$ cat src/shared/status_change_pkg.sv
package status_change_pkg;
   localparam int unsigned STAT_WIDTH     = 16;
   localparam int unsigned DEC_DIGITS     = 5;
   localparam int unsigned BIT_STABLE     = 12;
   localparam int unsigned BIT_CURR_AMP   = 3;
   localparam int unsigned BIT_VOLT_AMP   = 2;
   localparam logic [15:0] RISE_RESET     = 16'h0000;
   localparam logic [15:0] FALL_RESET     = 16'h0000;
   localparam logic [15:0] RISE_EN_RESET  = 16'hFFFF;
   localparam logic [15:0] FALL_EN_RESET  = 16'hFFFF;
   localparam logic [15:0] REPORT_MAX     = 16'h7FFF;
   localparam int unsigned CONV_CYCLES    = 16;

   typedef enum logic [2:0] {
      CMD_COMBINED   = 3'h0,
      CMD_RISE_QUERY = 3'h1,
      CMD_FALL_QUERY = 3'h2,
      CMD_RISE_EN_LD = 3'h3,
      CMD_FALL_EN_LD = 3'h4
   } cmd_t;

   typedef enum logic [1:0] {
      PORT_GPIB  = 2'h0,
      PORT_RS232 = 2'h1
   } port_t;
endpackage

$ cat src/shared/dec_conv_if.sv
`timescale 1ns/1ps
interface dec_conv_if;
   logic        start;
   logic [15:0] value;
   logic        busy;
   logic        done;
   logic [19:0] bcd;
   modport requester (output start, output value, input busy, input done, input bcd);
   modport converter (input start, input value, output busy, output done, output bcd);
endinterface

$ cat src/hdl/dec_convert.sv
`timescale 1ns/1ps
// Shift-and-add binary to five BCD digits, one bit per cycle
module dec_convert (
   input wire logic     clk,
   input wire logic     rst,
   input wire logic     ce,
   dec_conv_if.converter cv
);
   logic [15:0] shift_reg;
   logic [19:0] bcd_reg;
   logic [4:0]  count_reg;
   logic        busy_reg;
   logic        done_reg;
   logic [19:0] adj;

   function automatic logic [19:0] add3(input logic [19:0] d);
      logic [19:0] r;
      r = d;
      for (int i = 0; i < 5; i++) begin
         if (d[i*4 +: 4] > 4'h4) begin
            r[i*4 +: 4] = d[i*4 +: 4] + 4'h3;
         end
      end
      return r;
   endfunction

   assign adj     = add3(bcd_reg);
   assign cv.busy = busy_reg;
   assign cv.done = done_reg;
   assign cv.bcd  = bcd_reg;

   always_ff @(posedge clk or posedge rst) begin
      if (rst) begin
         shift_reg <= 16'h0000;
         bcd_reg   <= 20'h00000;
         count_reg <= 5'h00;
         busy_reg  <= 1'b0;
         done_reg  <= 1'b0;
      end else if (ce) begin
         done_reg <= 1'b0;
         if (cv.start && !busy_reg) begin
            shift_reg <= cv.value;
            bcd_reg   <= 20'h00000;
            count_reg <= 5'(status_change_pkg::CONV_CYCLES);
            busy_reg  <= 1'b1;
         end else if (busy_reg) begin
            bcd_reg   <= {adj[18:0], shift_reg[15]};
            shift_reg <= {shift_reg[14:0], 1'b0};
            count_reg <= count_reg - 5'h01;
            if (count_reg == 5'h01) begin
               busy_reg <= 1'b0;
               done_reg <= 1'b1;
            end
         end
      end
   end
endmodule

$ cat src/hdl/status_change_readclear.sv
`timescale 1ns/1ps
// Notes on behaviour
// - The combined query clears both change registers when it is taken, leaving only that cycle's new events, then reports both values, rising first.
// - The rising-change query returns that register and clears it as part of the read.
// - The falling-change query returns that register and clears it as part of the read.
// - Every answer is the decimal value of the low fifteen bits of the contents, from 0 to 32767.
// - Bit 12 follows output stable, bit 3 current amplifier, bit 2 voltage amplifier.
// - Queries are taken from either remote port and run strictly one after another.
module status_change_readclear (
   input  wire logic        clk,
   input  wire logic        rst,
   input  wire logic        ce,
   input  wire logic [15:0] status_in,
   input  wire logic        output_stable_flag,
   input  wire logic        current_amp_active_flag,
   input  wire logic        voltage_amp_active_flag,
   input  wire logic        cmd_valid,
   input  wire logic [2:0]  cmd_code,
   input  wire logic [1:0]  cmd_port,
   input  wire logic [7:0]  cmd_hi_byte,
   input  wire logic [7:0]  cmd_lo_byte,
   output wire logic        cmd_ready,
   output logic             resp_valid,
   output logic [19:0]      resp_digits,
   output logic [1:0]       resp_port,
   output logic             resp_last,
   output logic [15:0]      status_rise_change,
   output logic [15:0]      status_fall_change,
   output logic [15:0]      fall_change_enable_mask
);
   typedef enum logic [1:0] {
      ST_IDLE = 2'h0,
      ST_CONV = 2'h1,
      ST_NEXT = 2'h2
   } state_t;

   state_t      state_reg;
   logic [15:0] sync1_reg;
   logic [15:0] sync2_reg;
   logic [15:0] sync3_reg;
   logic [15:0] stable_reg;
   logic [15:0] prev_reg;
   logic [15:0] rise_en_reg;
   logic [15:0] fall_snap_reg;
   logic        second_reg;
   logic [1:0]  port_reg;
   logic        conv_start_reg;
   logic [15:0] conv_value_reg;
   // Arms edge detection only once the three stages and the compare hold the real pin level,
   // so the zeros left by reset never show up as changes
   logic [3:0]  arm_reg;

   dec_conv_if cv ();

   dec_convert u_conv (
      .clk (clk),
      .rst (rst),
      .ce  (ce),
      .cv  (cv)
   );

   // Status word with the named flags placed at their fixed positions
   wire logic [15:0] status_word;
   assign status_word = {status_in[15:13], output_stable_flag, status_in[11:4],
                         current_amp_active_flag, voltage_amp_active_flag, status_in[1:0]};

   // A change counts once the second and third stages agree
   wire logic [15:0] agreed;
   // Where the stages disagree the last agreed level is kept
   assign agreed = (sync2_reg & sync3_reg) | (stable_reg & (sync2_reg ^ sync3_reg));

   wire logic [15:0] rise_events;
   wire logic [15:0] fall_events;
   assign rise_events = arm_reg[3] ? (agreed & ~prev_reg & rise_en_reg) : 16'h0000;
   assign fall_events = arm_reg[3] ? (~agreed & prev_reg & fall_change_enable_mask) : 16'h0000;

   wire logic   accept;
   wire status_change_pkg::cmd_t code;
   assign cmd_ready = (state_reg == ST_IDLE);
   assign accept    = ce && cmd_valid && cmd_ready;
   assign code      = status_change_pkg::cmd_t'(cmd_code);

   wire logic clr_rise;
   wire logic clr_fall;
   assign clr_rise = accept && (code == status_change_pkg::CMD_COMBINED ||
                                code == status_change_pkg::CMD_RISE_QUERY);
   assign clr_fall = accept && (code == status_change_pkg::CMD_COMBINED ||
                                code == status_change_pkg::CMD_FALL_QUERY);
   wire logic is_query;
   assign is_query = clr_rise || clr_fall;

   wire logic [15:0] rise_next;
   wire logic [15:0] fall_next;
   // New events that land in the read cycle are kept, so none is lost
   assign rise_next = (clr_rise ? 16'h0000 : status_rise_change) | rise_events;
   assign fall_next = (clr_fall ? 16'h0000 : status_fall_change) | fall_events;

   wire logic [15:0] query_value;
   assign query_value = (code == status_change_pkg::CMD_FALL_QUERY) ? status_fall_change
                                                                    : status_rise_change;

   assign cv.start = conv_start_reg;
   assign cv.value = conv_value_reg & status_change_pkg::REPORT_MAX;

   always_ff @(posedge clk or posedge rst) begin
      if (rst) begin
         sync1_reg  <= 16'h0000;
         sync2_reg  <= 16'h0000;
         sync3_reg  <= 16'h0000;
         stable_reg <= 16'h0000;
         prev_reg   <= 16'h0000;
         arm_reg    <= 4'h0;
      end else if (ce) begin
         sync1_reg  <= status_word;
         sync2_reg  <= sync1_reg;
         sync3_reg  <= sync2_reg;
         stable_reg <= agreed;
         prev_reg   <= agreed;
         arm_reg    <= {arm_reg[2:0], 1'b1};
      end
   end

   always_ff @(posedge clk or posedge rst) begin
      if (rst) begin
         status_rise_change      <= status_change_pkg::RISE_RESET;
         status_fall_change      <= status_change_pkg::FALL_RESET;
         rise_en_reg             <= status_change_pkg::RISE_EN_RESET;
         fall_change_enable_mask <= status_change_pkg::FALL_EN_RESET;
      end else if (ce) begin
         status_rise_change <= rise_next;
         status_fall_change <= fall_next;
         if (accept && code == status_change_pkg::CMD_FALL_EN_LD) begin
            fall_change_enable_mask <= {cmd_hi_byte, cmd_lo_byte};
         end
         if (accept && code == status_change_pkg::CMD_RISE_EN_LD) begin
            rise_en_reg <= {cmd_hi_byte, cmd_lo_byte};
         end
      end
   end

   always_ff @(posedge clk or posedge rst) begin
      if (rst) begin
         state_reg      <= ST_IDLE;
         second_reg     <= 1'b0;
         port_reg       <= 2'h0;
         conv_start_reg <= 1'b0;
         conv_value_reg <= 16'h0000;
         fall_snap_reg  <= 16'h0000;
         resp_valid     <= 1'b0;
         resp_digits    <= 20'h00000;
         resp_port      <= 2'h0;
         resp_last      <= 1'b0;
      end else if (ce) begin
         conv_start_reg <= 1'b0;
         resp_valid     <= 1'b0;
         case (state_reg)
            ST_IDLE: begin
               if (is_query) begin
                  port_reg       <= cmd_port;
                  conv_value_reg <= query_value;
                  fall_snap_reg  <= status_fall_change;
                  second_reg     <= (code == status_change_pkg::CMD_COMBINED);
                  conv_start_reg <= 1'b1;
                  state_reg      <= ST_CONV;
               end
            end
            ST_CONV: begin
               if (cv.done) begin
                  resp_valid  <= 1'b1;
                  resp_digits <= cv.bcd;
                  resp_port   <= port_reg;
                  resp_last   <= !second_reg;
                  state_reg   <= second_reg ? ST_NEXT : ST_IDLE;
               end
            end
            ST_NEXT: begin
               second_reg     <= 1'b0;
               conv_value_reg <= fall_snap_reg;
               conv_start_reg <= 1'b1;
               state_reg      <= ST_CONV;
            end
            default: state_reg <= ST_IDLE;
         endcase
      end
   end

   a_rise_clear: assert property (@(posedge clk) disable iff (rst)
      (ce && clr_rise) |=> (status_rise_change == $past(rise_events)))
      else $error("rising register not cleared by query");

   a_fall_clear: assert property (@(posedge clk) disable iff (rst)
      (ce && clr_fall) |=> (status_fall_change == $past(fall_events)))
      else $error("falling register not cleared by query");

   a_combined_two: assert property (@(posedge clk) disable iff (rst)
      (accept && code == status_change_pkg::CMD_COMBINED && ce) |-> ##19 (resp_valid && !resp_last))
      else $error("combined query missing first answer");

   a_change_hold: assert property (@(posedge clk) disable iff (rst)
      (ce && !clr_rise && |status_rise_change) |=> ((status_rise_change & $past(status_rise_change))
                                                   == $past(status_rise_change)))
      else $error("rising change bit lost without read");

   a_report_range: assert property (@(posedge clk) disable iff (rst)
      resp_valid |-> (resp_digits[19:16] <= 4'h3))
      else $error("reported value above range");

   a_one_at_time: assert property (@(posedge clk) disable iff (rst)
      (ce && is_query) |-> ##19 (resp_valid && resp_port == $past(cmd_port, 19)))
      else $error("query answer missing or on wrong port");

   a_mask_load: assert property (@(posedge clk) disable iff (rst)
      (accept && code == status_change_pkg::CMD_FALL_EN_LD) |=>
         (fall_change_enable_mask == $past({cmd_hi_byte, cmd_lo_byte})))
      else $error("falling enable mask not loaded");

   a_masked_fall: assert property (@(posedge clk) disable iff (rst)
      (ce && !clr_fall) |=> ((status_fall_change & ~$past(status_fall_change) &
                              ~$past(fall_change_enable_mask)) == 16'h0000))
      else $error("disabled falling bit was set");
endmodule

$ cat config.mk
export PLATFORM = sky130hd
export DESIGN_NAME = status_change_readclear
export DESIGN_NICKNAME = d
export VERILOG_FILES = /design/src/shared/status_change_pkg.sv /design/src/shared/dec_conv_if.sv /design/src/hdl/dec_convert.sv /design/src/hdl/status_change_readclear.sv
export SDC_FILE = /design/constraint.sdc
export NUM_CORES = 1
export LEC_CHECK = 0
export BUFFER_PORTS_ARGS = -buffer_cell sky130_fd_sc_hd__buf_2
export CAP_MARGIN = 20
export CORE_UTILIZATION = 41
export DETAILED_ROUTE_END_ITERATION = 6
export REMOVE_ABC_BUFFERS = 1
export SKIP_CTS_REPAIR_TIMING = 1
export SYNTH_ARGS = -nofsm -noshare
export SYNTH_HDL_FRONTEND = slang
export SYNTH_SLANG_ARGS = --single-unit
export TNS_END_PERCENT = 20
$ cat constraint.sdc
create_clock -name clk -period 7 [get_ports clk]
set_input_delay 0.7 -clock clk [delete_from_list [all_inputs] [get_ports clk]]
set_output_delay 0.7 -clock clk [all_outputs]
set_load 0.02 [all_outputs]
# Yosys cells after proc, flatten, opt, wreduce, memory -nomap -nowiden
# Index checks and enable logic that the tools add are counted.
dict set report totals {
  output_inout_bits 73
  ff_bits 235
  input_bits 44
  wordCells 113
}
dict set report classes {
  n_bitwise 12
  n_mux 34
  add_sub_neg 6
  n_reduce_logical 23
  n_eq_ne 9
  magnitude_cmp 5
}
# cell count
set op_table {}
lappend op_table {{$and A16 B16 Y16} 6}
lappend op_table {{$mux W16} 6}
lappend op_table {{$or A16 B16 Y16} 3}
lappend op_table {{$mux W20} 2}
lappend op_table {{$not A16 Y16} 2}
lappend op_table {{$mux W15} 2}
lappend op_table {{$pmux W15 S2} 1}
lappend op_table {{$gt A4 B3 Y1 const B} 5}
lappend op_table {{$add A4 B2 Y4 const B} 4}
lappend op_table {{$mux W4} 4}
lappend op_table {{$xor A16 B16 Y16} 1}
lappend op_table {{$reduce_and A3 Y1} 4}
lappend op_table {{$mux W1} 10}
lappend op_table {{$mux W5} 2}
lappend op_table {{$logic_and A1 B1 Y1} 7}
lappend op_table {{$eq A3 B2 Y1 const B} 2}
lappend op_table {{$mux W2} 3}
lappend op_table {{$pmux W2 S3} 1}
lappend op_table {{$reduce_and A2 Y1} 3}
lappend op_table {{$eq A5 B1 Y1 const B} 1}
lappend op_table {{$sub A5 B1 Y5 const B} 1}
lappend op_table {{$ne A2 B1 Y1 const B} 2}
lappend op_table {{$pmux W1 S2} 2}
lappend op_table {{$reduce_bool A2 Y1} 2}
lappend op_table {{other kinds (10)} 13}

# Longest topological paths before layout
# Gate-level depths: netlist (run 1).
dict set report logic_depth {
  depth_word 8
  ltp_mapped 6
  mapped_depth_nobuf 6
}

# By module
# From an unflattened synthesis (run 1), not the netlist that was laid out.
dict set report hier_totals {
  hier_cells 791
  hier_area_um2 10291.1
}
# module area_per_inst_um2 seq_area_each_um2 cells_each n_inst
set by_module_without_submodules {}
lappend by_module_without_submodules {status_change_readclear 8070.2 4844.6 582 1}
lappend by_module_without_submodules {dec_convert 2220.9 1076.0 209 1}

# Least setup slack after synthesis (run 1)
# No wires, ideal clock.
dict set report synth_timing {
  path_kind {in2reg}
  from {input port ce}
  to {register port_reg[0]}
  required_ns 6.875
  setup_time_ns 0.125
  path_slack_ns 5.025
  arrival_ns 1.850
  n_path_buf 1
  stages 5
  path_cell_list {nand4bb_1 > nand2b_1 > a21oi_2 > buf_4 > mux2_2}
}
dict set report synth_between {
  elab_chain_cells 5
  word_cells_on_any_way 6
  classes_between {reduce/logical: 6}
}
# element line_no
set synth_rtl {}
lappend synth_rtl {{start, declared} status_change_readclear.sv:12} ;# input wire logic ce,
lappend synth_rtl {{$logic_and A1 B1 Y1 (2 in series)} status_change_readclear.sv:80} ;# assign accept = ce && cmd_valid && cmd_ready;
lappend synth_rtl {{$logic_and A1 B1 Y1, on equally long branches} {status_change_readclear.sv:85, status_change_readclear.sv:87}}
lappend synth_rtl {{$logic_or A1 B1 Y1} status_change_readclear.sv:90} ;# assign is_query = clr_rise || clr_fall;
lappend synth_rtl {{$reduce_and A3 Y1 (no source line) (*)} n/a}
lappend synth_rtl {{end signal, assigned} status_change_readclear.sv:159} ;# port_reg <= cmd_port;
lappend synth_rtl {{end, declared} status_change_readclear.sv:46} ;# logic [1:0] port_reg;
# Every way passes the cells marked *; elsewhere a longest branch is shown, timed or not.
# A chain may end at the register's enable or synchronous reset.

# Worst setup path in the final report (run 1)
dict set report layout_timing {
  from {input port ce}
  to {register fall_snap_reg[7]}
}
dict set report layout_between {
  elab_chain_cells 5
  word_cells_on_any_way 6
  classes_between {reduce/logical: 6}
}
# element line_no
set layout_rtl {}
lappend layout_rtl {{$logic_and A1 B1 Y1 (2 in series)} status_change_readclear.sv:80}
lappend layout_rtl {{$logic_and A1 B1 Y1, on equally long branches} {status_change_readclear.sv:85, status_change_readclear.sv:87}}
lappend layout_rtl {{$logic_or A1 B1 Y1} status_change_readclear.sv:90}
lappend layout_rtl {{$reduce_and A3 Y1 (no source line) (*)} n/a}
lappend layout_rtl {{end signal, assigned} status_change_readclear.sv:161} ;# fall_snap_reg <= status_fall_change;
lappend layout_rtl {{end, declared} status_change_readclear.sv:44} ;# logic [15:0] fall_snap_reg;
# Marked as above.

==> impl_metrics.toml, run 1 <==
[synth]
netlist_area_um2 = 9956
ys_warn_count = 0
ys_types = 44
yosysSeqAreaShare = 0.5947
yosys.area.top_type = "dfrtp_1"
syn_avg_cell_area_um2 = 12.38
ys_ff_latch = 235
synthTopCellsByArea = "dfrtp_1 (51%), mux2_2 (14%), dfstp_2 (8.4%), o21ai_0 (4.0%), nand2_1 (3.6%)"
synth-edff-count = 0
synth.most_common_cell = "dfrtp_1"
synth_top_cell_area_share = 0.5102
synthArstFlopShare = 1.000
synthTopCellsByCount = "dfrtp_1 (203), mux2_2 (121), nand2_1 (96)"
synth_ff_type = "dfrtp_1"
synthCells = 804

[timing]
maxSlewViolCount = 0
max-slew-margin-rel = 0.3450
hold_violations = 0
finalSetupViolCount = 0
rsz0062_at_grt = "no"
clock_skew_ns = 0.007554
tightestPinTransition_ns = 0.9825
hold_ws_ns = 0.3040
clock.fmax_mhz = 414.6
finalCriticalPeriod_ns = 2.412
finalCritPeriodShare = 0.3446

[global_route]
grt_pass1_vias = 6354
grt_util_all_layers = 0.1700
grt_pass1_wl_um = 33470
antenna_found_initial = 1
grt_max_degree = 115
gr-total-overflow = 0

[floorplanning]
rows = 56
core-area_um2 = 23610
die_area_um2 = 24910
io_pins = 117
chipHeight_um = 157.8
die_w_um = 157.8
start_util = 0.4216

[setup_path]
end_kind = "flop"
required_ns = 7.39
cp.arrival_ns = 2.81
critPathLaunchType = "input port"
max_stage_delay_ns = 0.55
critical-path-top-delay-family = "buffers and inverters"
path_max_fanout = 40
cpMostUsedCell = "buf_4"
crit_buf_inv = 2
slowest_stage = "a21oi_2"
path_cells = "buf_4 -> nand4bb_1 -> nand2b_1 -> a21oi_2 -> buf_4 -> mux2_2"
crit_type = "input port to flop"

[routing]
drt-pass1-iter-count = 4
wirelength_um = 20470
ant_nets = 0
drc_errors = 0
avgRoutedWirePerCell_um = 16.35
vias = 6425
drt_iter0_markers = 270
vias_per_cell = 5.132

[power_and_ir_drop]
irDropWorstVdd_v = 0.0002463
power_frac_clock = 0.278
cellPowerDensity_nw_per_um2 = 402.4
seq_power_share = 0.458
p_sw_uw = 1526
leakagePower_uw = 0.005541
switching_share = 0.3250
total_power_uw = 4696
p_comb_frac = 0.264
intPower_uw = 3169

[clock_network]
cts.clk_slew.worst_paths_ns = 0.06
clkLatencyLatePin_ns = 0.51
cts_num_sinks = 235
htreeDepth = 1
cts_root_buffer = "clkbuf_16"
cts_tree = "done"
cts_buffers = 26
clock_path_buffers = 3

[place]
dpl_cell_area_um2 = 10800
hpwl_um = 12920
gp_congestion = 0.7620
portBuffers = 113
dp.cells = 1201

[layout]
syn_to_final_growth_pct = 17.21
fin_area_um2 = 11670
drive_above_1_share = 0.3530
stdcell_count = 1252
fin_nets = 979

[run_status]
status = "complete, no violations"

[min_path]
worstHoldPathType = "input port to async pin"

[flow_run]
max_cap_violations = 0
## path summary, 6_finish.rpt
kind                               from               end  slack, ns  cells after the start
hold reg to reg              arm_reg[0]        arm_reg[0]       0.46                      1
setup / recovery                     ce  fall_snap_reg[7]       4.59                      6
max in group asynchronous           rst      sync1_reg[0]       5.29                      3
setup reg to reg           state_reg[0]  fall_snap_reg[7]       4.72                      5
min in group clk           status_in[9]      sync1_reg[9]       0.41                      2
hold / removal                      rst    resp_digits[1]       0.30                      2
## metal layers
metal  track usage  part of all wire  vias up
li1              -                 -     3081
met5             0                 0        -
met4       0.04207             0.021        0
met3       0.03367             0.044       28
met1        0.2346              0.47     3196
met2        0.2738              0.46      120
## stage by stage
stage | setup WS (ns) | utilization | TNS, ns
after floorplan | -0.09338 | - | -18.96
final | 4.588 | 0.4942 | 0
after detailed placement | 4.084 | 0.4573 | 0
after global routing | 4.467 | 0.4942 | 0
after global placement | 4.105 | 0.4573 | 0
after CTS | 4.621 | 0.4924 | 0
## power by group through the flow
stage	combinational, µW	sequential [µW]	clock, µW
floorplan	691	2290	0
global route	1390	2220	1390
CTS	1270	2160	1340
finish	1240	2150	1310
detailed placement	1260	2180	0
global placement	1240	2170	0
## placed cells by master (no fill, tap or decap), drive strengths merged, types with 5 or more instances in the layout
master	instances
dfstp	32
nand2	96
nor3	10
xnor2	6
mux2	131
o31ai	5
o22ai	11
inv	23
a32o	11
clkbuf	45
mux2i	16
a22oi	14
a2bb2oi	15
buf	123
nand3	27
ha	23
nor2	15
o21ai	82
dfrtp	203
a21oi	14
## worst reg2reg max path: cells and delay by family (launching register included)
family | cells | cell delay [ns]
AO/OA/AOI/OAI | 1 | 0.55
AND/OR/NAND/NOR | 2 | 0.49
flip-flops | 1 | 0.44
multiplexers | 1 | 0.36
buffers and inverters | 1 | 0.33
## cells by family after synthesis
family / Yosys count / synth area share
muxes: 147 / 0.1680
DFF: 235 / 0.5947
AOI/OAI and AO/OA: 160 / 0.1005
adders and majority gates: 23 / 0.02891
buffers and inverters: 67 / 0.02865
xor gates and xnor gates: 8 / 0.007038
and+or+nand+nor: 164 / 0.07214
## final cells by class
type / count / area, µm²
fill: 2160 / 11940
sequential: 235 / 5921
multi-input combinational: 502 / 3754
clock buffer: 45 / 813.3
timing repair buffer: 123 / 666.9
tap: 319 / 399.1
inverter: 24 / 97.59
clock inverter: 3 / 15.01
antenna: 1 / 2.502
(Power assumes the default switching activity.)
==> run 2, diff against run 1 <==
Clock period 7 ns to 2.4 ns, I/O delays scaled along.
==> run 2 against run 1 <==
Setup slack got worse by 4.0 ns. Wire length increased by 3.0%. Die area unchanged. Non-clock buffer count increased by 51. Critical path depth decreased by 3. Largest cell class unchanged. Clock power increased to 2.9 times the previous value. Via count increased by 3.8%. Sequential share of layout area decreased by 2.1 points. Largest power group unchanged. Sequential power increased to 2.9 times the previous value. Power increased to 3.0 times the previous value. Sequential cell count unchanged. Clock skew increased by 0.0079 ns.
==> impl_metrics.toml, run 2 (synthesis results as in run 1) <==
[setup_path]
path_max_fanout = 16
timing.rr.start = "state_reg[0]"
critPathLaunchType = "flop"
end_kind = "flop"
slowest_stage = "or3_1"
cp_num_cells = 3
cp.arrival_ns = 2.25
critical-path-top-delay-family = "simple AND/OR/NAND/NOR gates"
crit_buf_inv = 0
path_cells = "nand4bb_1 -> or3_1 -> a22o_1"
crit_type = "flop to flop"
r2r_cells = 3
max_stage_delay_ns = 0.68
cp-startpoint = "state_reg[0]"
required_ns = 2.82

[clock_network]
htreeDepth = 1
cts_buffers = 26
cts.clk_slew.worst_paths_ns = 0.06
cts_root_buffer = "clkbuf_16"
cts_num_sinks = 235
clkLatencyLatePin_ns = 0.53
clock_path_buffers = 3
cts_tree = "done"

[timing]
clock.fmax_mhz = 545.7
hold_violations = 0
rsz0062_at_grt = "no"
maxSlewViolCount = 0
clock_skew_ns = 0.01546
finalCriticalPeriod_ns = 1.833
finalSetupViolCount = 0
tightestPinTransition_ns = 0.8304
worst_slack_ns = 0.5674
finalCritPeriodShare = 0.7636
max-slew-margin-rel = 0.4464

[routing]
vias_per_cell = 5.122
drt_iter0_markers = 282
drc_errors = 0
vias = 6669
drt-pass1-iter-count = 5
wirelength_um = 21080
ant_nets = 0
avgRoutedWirePerCell_um = 16.19

[place]
portBuffers = 113
dp.cells = 1219
gp_congestion = 0.7682
hpwl_um = 13670
dpl_cell_area_um2 = 10980
preCtsSetupSlack_ns = 0.5227

[layout]
fin_nets = 1030
final_common_cell = "dfrtp_1"
syn_to_final_growth_pct = 22.34
drive_above_1_share = 0.3571
diodes = 0
multi_input_area_um2 = 3754
final_cell_mix = "dfrtp_1 (203), mux2_2 (121), buf_2 (112)"
nFillCells = 2110
fin_area_um2 = 12180
regArea_um2 = 5921
stdcell_count = 1302

[min_path]
min_from = "ce"
hold_depth = 3
worstHoldPathType = "input port to flop"

[global_route]
antenna_found_initial = 1
gr-total-overflow = 0
grt_max_degree = 88
grt_pass1_vias = 6530
grt_util_all_layers = 0.1750
grt_pass1_wl_um = 34250

[power_and_ir_drop]
leakagePower_uw = 0.005783
cellPowerDensity_nw_per_um2 = 1140
irDropWorstVdd_v = 0.0006309
total_power_uw = 13880

[floorplanning]
io_pins = 117
die_area_um2 = 24910
core-area_um2 = 23610
chipHeight_um = 157.8
start_util = 0.4216
die_w_um = 157.8
rows = 56

[run_status]
status = "complete, no violations"

[flow_run]
max_cap_violations = 0
## run 2: cell types whose count changed in the layout (fill, tap and decap cells not counted), sizes merged
cell,change
inv,+1
clkinv,+4
dlygate4sd3,+35
clkbuf,-6
clkinvlp,+1
diode,-1
buf,+16
## run 2: path summary, 6_finish.rpt
kind / slack [ns] / endpoint
min in group asynchronous: 0.36 / resp_digits[2]
setup reg to reg: 0.57 / status_fall_change[15]
setup / recovery: 0.57 / status_fall_change[15]
max in group asynchronous: 1.29 / rise_en_reg[13]
hold reg to reg: 0.47 / arm_reg[0]
hold / removal: 0.06 / u_conv.count_reg[4]
## run 2: through the flow
step	TNS [ns]	hold slack (ns)	utilization
after floorplan	-937.01	0.3224	-
after global placement	0	0.3893	0.4652
after detailed placement	0	0.3929	0.4652
after CTS	0	-0.1557	0.5010
after global routing	0	0.05764	0.5158
final	0	0.06411	0.5158
## run 2: report_power, final
part | switching, µW | internal (µW)
Sequential | 904 | 5350
Combinational | 2080 | 1720
Clock | 1570 | 2250
Total | 4550 | 9330
## run 2: tightest hold or removal path, cell delays in order
cell and delay [ns]:
buf_4 0.18, nand2_1 0.07, nand2_1 0.04
## run 2: metal layers
layer  vias up  global-route usage  routed length (µm)
met5         -                   0                  13
met3        42             0.03203                 917
met2       139              0.2824                9789
li1       3182                   -                   -
met1      3304              0.2382                9782
met4         2             0.05594                 575
## run 2: final cells by class
| cell class | instances | area share |
|---|---|---|
| Tap cell | 319 | 0.03277 |
| Timing Repair Buffer | 174 | 0.09553 |
| Clock inverter | 9 | 0.005444 |
| Sequential cell | 235 | 0.4861 |
| Inverter | 24 | 0.008012 |
| Clock buffer | 39 | 0.06400 |
| Multi-Input combinational cell | 502 | 0.3082 |
